## src/design/drt_pkg.sv

```systemverilog
/*
 * Constants for the refresh timer: register offset, field positions,
 * reset values and interval counts.
 * Assumes one CPU clock, where one clock state is one clock cycle.
 */
package drt_pkg;
  // ****************************************
  // Register map
  // ****************************************
  localparam logic [7:0] REFRESH_CTL_OFFSET  = 8'h36;
  localparam int         REFRESH_ON_BIT      = 7;
  localparam int         EXTRA_WAIT_BIT      = 6;
  localparam int         INTERVAL_SEL_HI     = 1;
  localparam int         INTERVAL_SEL_LO     = 0;
  localparam logic [7:0] REFRESH_CTL_RESET   = 8'hC0;
  localparam logic [7:0] REFRESH_CTL_WR_MASK = 8'hC3;
  // ****************************************
  // Timing
  // ****************************************
  localparam logic [6:0] INTERVAL_00         = 7'h0A;
  localparam logic [6:0] INTERVAL_01         = 7'h14;
  localparam logic [6:0] INTERVAL_10         = 7'h28;
  localparam logic [6:0] INTERVAL_11         = 7'h50;
  localparam logic [1:0] CYCLE_SHORT         = 2'h2;
  localparam logic [1:0] CYCLE_LONG          = 2'h3;
  localparam int         ADDR_W              = 8;

  typedef enum logic [1:0] {
    DRT_IDLE  = 2'b00,
    DRT_TR1   = 2'b01,
    DRT_TR2   = 2'b11,
    DRT_WAIT  = 2'b10
  } drt_state_t;
endpackage

```

## src/design/drt_refresh_timer.sv

```systemverilog
/*
 * Dynamic RAM refresh controller: refresh control register, refresh
 * timer, refresh bus cycle sequencer and refresh address counter.
 * Assumes the CPU core reports bus release, sleep, wait and the end
 * of each machine cycle as synchronous levels and pulses.
 */
// Operation
// refresh_on bit 7 gates insertion, resets 1
// bit 6 selects two or three clocks
// bits 1:0 select 10/20/40/80 interval
// after reset: every 10, 3 long
// no insertion in reset, release, sleep, wait
// timer runs on through bus release
// sleep request latched, inserted after first cycle
// later refreshes follow timer only
// address steps once per performed cycle
// timer free-runs, request cleared when served
`timescale 1ns/100ps
module drt_refresh_timer (
  input  wire logic                          sys_clk_i,
  input  wire logic                          reset_i,
  input  wire logic                          reg_wr_i,
  input  wire logic                          reg_rd_i,
  input  wire logic [7:0]                    reg_addr_i,
  input  wire logic [7:0]                    reg_wdata_i,
  output logic      [7:0]                    reg_rdata_o,
  input  wire logic                          bus_request_in_i,
  input  wire logic                          sleep_i,
  input  wire logic                          wait_i,
  input  wire logic                          mcycle_end_i,
  output logic                               refresh_cycle_o,
  output logic                               refresh_wait_state_o,
  output logic [drt_pkg::ADDR_W-1:0]         refresh_addr_o
);

  // ****************************************
  // State
  // ****************************************
  typedef struct packed {
    logic [7:0]                  ctl;
    logic [6:0]                  cnt;
    logic                        req;
    logic                        slept;
    logic                        post_sleep;
    drt_pkg::drt_state_t         st;
    logic                        long_cyc;
    logic [drt_pkg::ADDR_W-1:0]  addr;
    logic [7:0]                  rdata;
  } drt_regs_t;

  drt_regs_t s_q;
  drt_regs_t s_d;
  logic [6:0] interval;
  logic       tick;
  logic       blocked;
  logic       start;

  always_comb begin
    case (s_q.ctl[drt_pkg::INTERVAL_SEL_HI:drt_pkg::INTERVAL_SEL_LO])
      2'b00:   interval = drt_pkg::INTERVAL_00;
      2'b01:   interval = drt_pkg::INTERVAL_01;
      2'b10:   interval = drt_pkg::INTERVAL_10;
      default: interval = drt_pkg::INTERVAL_11;
    endcase
  end

  assign tick    = (s_q.cnt >= interval - 7'd1);
  assign blocked = bus_request_in_i | sleep_i | wait_i;
  // After sleep the held request waits for the first machine cycle end
  assign start   = s_q.ctl[drt_pkg::REFRESH_ON_BIT] & s_q.req & ~blocked &
                   (s_q.st == drt_pkg::DRT_IDLE) & ~s_q.slept & (~s_q.post_sleep | mcycle_end_i);

  always_comb begin
    s_d       = s_q;
    s_d.rdata = 8'h00;
    // ****************************************
    // Register access
    // ****************************************
    if (reg_wr_i && reg_addr_i == drt_pkg::REFRESH_CTL_OFFSET) begin
      s_d.ctl = reg_wdata_i & drt_pkg::REFRESH_CTL_WR_MASK;
    end
    if (reg_rd_i && reg_addr_i == drt_pkg::REFRESH_CTL_OFFSET) begin
      s_d.rdata = s_q.ctl;
    end
    // ****************************************
    // Timer, free running through release and sleep
    // ****************************************
    s_d.cnt = tick ? 7'd0 : s_q.cnt + 7'd1;
    if (start) begin
      s_d.req = 1'b0;
    end
    if (tick) begin
      s_d.req = 1'b1; // newer request replaces held one
    end
    s_d.slept = sleep_i;
    if (s_q.slept && !sleep_i) begin
      s_d.post_sleep = 1'b1;
    end
    if (start || mcycle_end_i || !s_q.req) begin
      s_d.post_sleep = (s_q.slept && !sleep_i) ? 1'b1 : 1'b0;
    end
    // ****************************************
    // Refresh cycle sequencer
    // ****************************************
    case (s_q.st)
      drt_pkg::DRT_IDLE: begin
        if (start) begin
          s_d.st       = drt_pkg::DRT_TR1;
          // Length fixed at start, a write mid-cycle waits for the next one
          s_d.long_cyc = s_q.ctl[drt_pkg::EXTRA_WAIT_BIT];
        end
      end
      drt_pkg::DRT_TR1: s_d.st = drt_pkg::DRT_TR2;
      drt_pkg::DRT_TR2: begin
        if (s_q.long_cyc) begin
          s_d.st = drt_pkg::DRT_WAIT;
        end else begin
          s_d.st   = drt_pkg::DRT_IDLE;
          s_d.addr = s_q.addr + 1'b1;
        end
      end
      drt_pkg::DRT_WAIT: begin
        s_d.st   = drt_pkg::DRT_IDLE;
        s_d.addr = s_q.addr + 1'b1;
      end
      default: s_d.st = drt_pkg::DRT_IDLE;
    endcase
  end

  always_ff @(posedge sys_clk_i or posedge reset_i) begin
    if (reset_i) begin
      s_q            <= '0;
      s_q.ctl        <= drt_pkg::REFRESH_CTL_RESET;
      s_q.st         <= drt_pkg::DRT_IDLE;
    end else begin
      s_q <= s_d;
    end
  end

  assign reg_rdata_o          = s_q.rdata;
  assign refresh_cycle_o      = (s_q.st != drt_pkg::DRT_IDLE);
  assign refresh_wait_state_o = (s_q.st == drt_pkg::DRT_WAIT);
  assign refresh_addr_o       = s_q.addr;

  // ****************************************
  // Checks
  // ****************************************
  property p_reset_values;
    @(posedge sys_clk_i) $fell(reset_i) |-> s_q.ctl == 8'hC0;
  endproperty
  a_reset_values: assert property (p_reset_values) else $error("bad control reset value");

  property p_disabled;
    @(posedge sys_clk_i) disable iff (reset_i)
      (!s_q.ctl[7] && s_q.st == drt_pkg::DRT_IDLE) |=> s_q.st == drt_pkg::DRT_IDLE;
  endproperty
  a_disabled: assert property (p_disabled) else $error("refresh while disabled");

  property p_long_cycle;
    @(posedge sys_clk_i) disable iff (reset_i)
      ($rose(refresh_cycle_o) && $past(s_q.ctl[drt_pkg::EXTRA_WAIT_BIT])) |-> refresh_cycle_o [*3] ##1 !refresh_cycle_o;
  endproperty
  a_long_cycle: assert property (p_long_cycle) else $error("long cycle not three clocks");

  property p_short_cycle;
    @(posedge sys_clk_i) disable iff (reset_i)
      ($rose(refresh_cycle_o) && !$past(s_q.ctl[drt_pkg::EXTRA_WAIT_BIT])) |-> refresh_cycle_o [*2] ##1 !refresh_cycle_o;
  endproperty
  a_short_cycle: assert property (p_short_cycle) else $error("short cycle not two clocks");

  property p_blocked;
    @(posedge sys_clk_i) disable iff (reset_i)
      blocked |=> !$rose(refresh_cycle_o);
  endproperty
  a_blocked: assert property (p_blocked) else $error("refresh began while blocked");

  property p_addr_step;
    @(posedge sys_clk_i) disable iff (reset_i)
      $fell(refresh_cycle_o) |-> refresh_addr_o == $past(refresh_addr_o) + 1'b1;
  endproperty
  a_addr_step: assert property (p_addr_step) else $error("address not stepped by one");

  property p_addr_hold;
    @(posedge sys_clk_i) disable iff (reset_i)
      (s_q.st == drt_pkg::DRT_IDLE) |=> $stable(refresh_addr_o);
  endproperty
  a_addr_hold: assert property (p_addr_hold) else $error("address moved without refresh");

  property p_timer_period;
    @(posedge sys_clk_i) disable iff (reset_i)
      (s_q.cnt == 7'h00 && interval == drt_pkg::INTERVAL_00) ##1 (interval == drt_pkg::INTERVAL_00) [*8] ##1
      (interval == drt_pkg::INTERVAL_00) |-> tick;
  endproperty
  a_timer_period: assert property (p_timer_period) else $error("interval of ten not kept");

  property p_request;
    @(posedge sys_clk_i) disable iff (reset_i)
      tick |=> s_q.req;
  endproperty
  a_request: assert property (p_request) else $error("request not raised");

  property p_req_served;
    @(posedge sys_clk_i) disable iff (reset_i)
      $rose(refresh_cycle_o) |-> s_q.req == $past(tick);
  endproperty
  a_req_served: assert property (p_req_served) else $error("request not cleared when served");

  property p_sleep_hold;
    @(posedge sys_clk_i) disable iff (reset_i)
      (s_q.slept || (s_q.post_sleep && !mcycle_end_i)) |=> !$rose(refresh_cycle_o);
  endproperty
  a_sleep_hold: assert property (p_sleep_hold) else $error("held refresh before machine cycle end");

  property p_timer_runs;
    @(posedge sys_clk_i) disable iff (reset_i)
      (bus_request_in_i && !tick) |=> s_q.cnt == $past(s_q.cnt) + 7'h01;
  endproperty
  a_timer_runs: assert property (p_timer_runs) else $error("timer stopped in bus release");

  property p_read_back;
    @(posedge sys_clk_i) disable iff (reset_i)
      (reg_rd_i && reg_addr_i == drt_pkg::REFRESH_CTL_OFFSET) |=> reg_rdata_o == $past(s_q.ctl);
  endproperty
  a_read_back: assert property (p_read_back) else $error("control read back wrong");

endmodule

```

## config.mk

```make
export PLATFORM = sky130hd
export DESIGN_NAME = drt_refresh_timer
export DESIGN_NICKNAME = d
export VERILOG_FILES = /design/src/design/drt_pkg.sv /design/src/design/drt_refresh_timer.sv
export SDC_FILE = /design/constraint.sdc
export NUM_CORES = 1
export LEC_CHECK = 0
export BUFFER_PORTS_ARGS = -buffer_cell sky130_fd_sc_hd__buf_2
export CORE_MARGIN = 10
export CORE_UTILIZATION = 58
export CTS_BUF_LIST = sky130_fd_sc_hd__clkbuf_8
export CTS_CLUSTER_SIZE = 14
export DETAILED_ROUTE_END_ITERATION = 10
export PLACE_DENSITY = 0.87
export SLEW_MARGIN = 25
export SYNTH_ARGS = -nofsm -noshare
export SYNTH_HDL_FRONTEND = slang
export SYNTH_SLANG_ARGS = --single-unit
```

## constraint.sdc

```tcl
create_clock -name sys_clk_i -period 3.05 [get_ports sys_clk_i]
set_input_delay 0 -clock sys_clk_i [delete_from_list [all_inputs] [get_ports sys_clk_i]]
set_output_delay 0 -clock sys_clk_i [all_outputs]
set_load 0.005 [all_outputs]
```

==> results.sh <==
export IMPL_synth_distinct_cells=34
export IMPL_ys_top_cells_by_area="dfrtp_1 43%, ha_1 10%, buf_4 7.6%, xnor2_1 3.9%, mux2_4 3.8%"
export IMPL_whs_ns=0.02069
export IMPL_area_growth_syn_to_layout_pct=14.98
export IMPL_p_total_mw=1.077
export IMPL_cp_required_ns=3.22
export IMPL_die_area_um2=5188
export IMPL_place_congestion=0.8686
export IMPL_core_area_um2=2522
export IMPL_cts_clk_slew_worst_paths_ns=0.06
export IMPL_clock_sinks=29
export IMPL_fin_crit_ns=2.242
export IMPL_cts_tree="built"
export IMPL_port_buffers=33
export IMPL_fp_dieH_um=72.03
export IMPL_n_antenna_cell=0
export IMPL_synth_seq_cells=29
export IMPL_yosysWarnings=0
export IMPL_rows=18
export IMPL_final_nets=209
export IMPL_wl_per_cell_um=15.12
export IMPL_critPathSlowestCell="dfrtp_1"
export IMPL_start_util_pct=62.25
export IMPL_dr_pass1_iters=4
export IMPL_finish_instance_area_um2=1805
export IMPL_cp_data_arrival_time_ns=2.41
export IMPL_maxSlewHeadroom_pct=60.88
export IMPL_skew_ns=0.005705
export IMPL_p_per_area_nw_per_um2=596.7
export IMPL_yosysSeqAreaShare_pct=46.37
export IMPL_rsz0062_at_grt="false"
export IMPL_crit_chain="inv_1 -> ha_1 -> xor2_1 -> ha_1 -> a21oi_1 -> a21boi_0 -> o2111a_1 -> a211o_1"
export IMPL_synth_area_leader_cell="dfrtp_1"
export IMPL_h_tree_depth=2
export IMPL_maxCapViolations=0
export IMPL_tightest_slew_ns=0.5860
export IMPL_drive_above_1_share_pct=31.21
export IMPL_fmax_mhz=446.0
export IMPL_cts_resized_gates=0
export IMPL_grt_max_degree=30
export IMPL_cts_buffers=5
export IMPL_cpPeakStageDelay_ns=0.44
export IMPL_start_kind="register"
export IMPL_viasPerCell=5.123
export IMPL_ioPinCount=42
export IMPL_min_period_over_period_pct=73.51
export IMPL_critPathKind="reg2reg"
export IMPL_finalSetupViolations=0
export IMPL_synth_top_area_share_pct=43.03
export IMPL_drv_slew=0
export IMPL_cp_max_fo=8
export IMPL_synth_edf_count=0
export IMPL_final_util_pct=71.58
export IMPL_run_status="finished, final reports clean"
export IMPL_antenna_found_initial=0
export IMPL_antenna_left=0
export IMPL_dieWidth_um=72.03
export IMPL_grt_use_total_pct=12.67
export IMPL_drtIter0Drc=16
export IMPL_placed_cell_area_um2=1664
export IMPL_setup_tns_ns=0
export IMPL_syn_cell_area_um2=1570
export IMPL_drcViolationCount=0
export IMPL_async_flop_share_pct=100.0
export IMPL_leakage_nw=0.9201
export IMPL_hold_class="in2reg"
export IMPL_clock_latency_ns=0.28
export IMPL_root_buffer="clkbuf_8"
export IMPL_hold_viol=0
export IMPL_place_hpwl_um=2238
export IMPL_vias=1040
export IMPL_routed_wl_um=3069
export IMPL_grt_pass1_vias=1148
export IMPL_end_kind="register"
export IMPL_grt_overflow=0
export IMPL_grt_pass1_wl_um=5195
export IMPL_syn_inst=139
export IMPL_synth_area_per_cell_um2=11.30
export IMPL_synth_ff_type="dfrtp_1"
export IMPL_crit_top_cell="ha_1"
export IMPL_clockBufferDepth=2
export IMPL_ir_worst_vdd_uv=469.0
[layer usage]
metal | vias to the layer above | GRT usage (%) | wire length, µm | share of wire (%)
li1 | 510 | - | - | -
met1 | 486 | 13.38 | 1297 | 42
met2 | 37 | 20.49 | 1498 | 49
met3 | 7 | 5.170 | 187 | 6.1
met4 | 0 | 8.172 | 85 | 2.8
met5 | - | 0 | 0 | 0
[cells in the mapped netlist (2+ instances only)]
library cell,instances
mux2_4,4
dfstp_2,2
nor2_1,6
dfrtp_1,27
xor2_1,6
xnor2_1,7
nand3_1,6
nor3_1,6
nand2_1,9
buf_4,16
nand4_1,3
inv_1,11
a21oi_1,3
ha_1,13
[state kept, by name (all words and copies together), names as in the netlist]
name	flops
refresh_addr_o	8
reg_rdata_o	4
s_q	17
[worst max-delay path, delay by kind of cell (launching register included)]
kind | cells | cell delay [ns]
DFF | 1 | 0.44
buffers and inverters | 1 | 0.11
AOI/OAI and AO/OA | 4 | 0.87
adders and majority gates | 2 | 0.55
xor gates and xnor gates | 1 | 0.16
[path summary, 6_finish.rpt]
check                                        from  slack, ns                end  cells after the start
min in group asynchronous                 reset_i       0.33  refresh_addr_o[3]                      3
worst max-delay path                      s_q[29]       0.81            s_q[21]                      8
worst max register to register            s_q[29]       0.81            s_q[21]                      8
worst min-delay path                 mcycle_end_i       0.02            s_q[19]                      3
worst min register to register  refresh_addr_o[7]       0.47  refresh_addr_o[7]                      1
max in group asynchronous                 reset_i       2.33     reg_rdata_o[6]                      3
[cell type report]
cell class	count	area, µm²
Multi-Input combinational cell	86	691.9
Clock buffer	5	68.82
Fill cell	173	716.9
Inverter	11	41.29
Timing Repair Buffer	39	225.2
Clock inverter	3	12.51
Tap cell	30	37.54
Sequential cell	29	728.2
[cell families (layout without fill, tap and decap cells)]
logic type / after synthesis / count (layout) / synth area share [%]
buffers and inverters: 27 / 58 / 10.28
adder cells (fa/ha/maj): 13 / 13 / 10.36
flip-flops: 29 / 29 / 46.37
other: 1 / 4 / 0.2388
AND/OR/NAND/NOR: 40 / 40 / 15.22
multiplexers: 6 / 6 / 5.179
AO/OA/AOI/OAI: 10 / 10 / 5.100
XOR/XNOR: 13 / 13 / 7.251
[power by group]
| part | leakage, nW | internal, mW | switching [mW] |
|---|---|---|---|
| Combinational | 0.498 | 0.134 | 0.137 |
| Clock | 0.0505 | 0.153 | 0.136 |
| Sequential | 0.372 | 0.446 | 0.0715 |
[per-stage QoR]
step,setup slack [ns],std cells
finish,0.8080,203
global route,0.6854,203
CTS,0.8321,202
detailed placement,0.8250,189
global placement,0.9264,189
floorplan,1.059,142
[timing repair]
item | CTS | global route
hold endpoints to repair | 6 | 27
hold buffers | 5 | 1
setup buffers | 0 | 0
[cells in the final DEF, fill, tap and decap left out, types with 7 or more instances in the layout]
cell	netlist	final
nand2_1	9	9
buf_2	0	33
ha_1	13	13
inv_1	11	12
dfrtp_1	27	27
xnor2_1	7	7
Note: power is estimated with default switching activity, not from simulation.
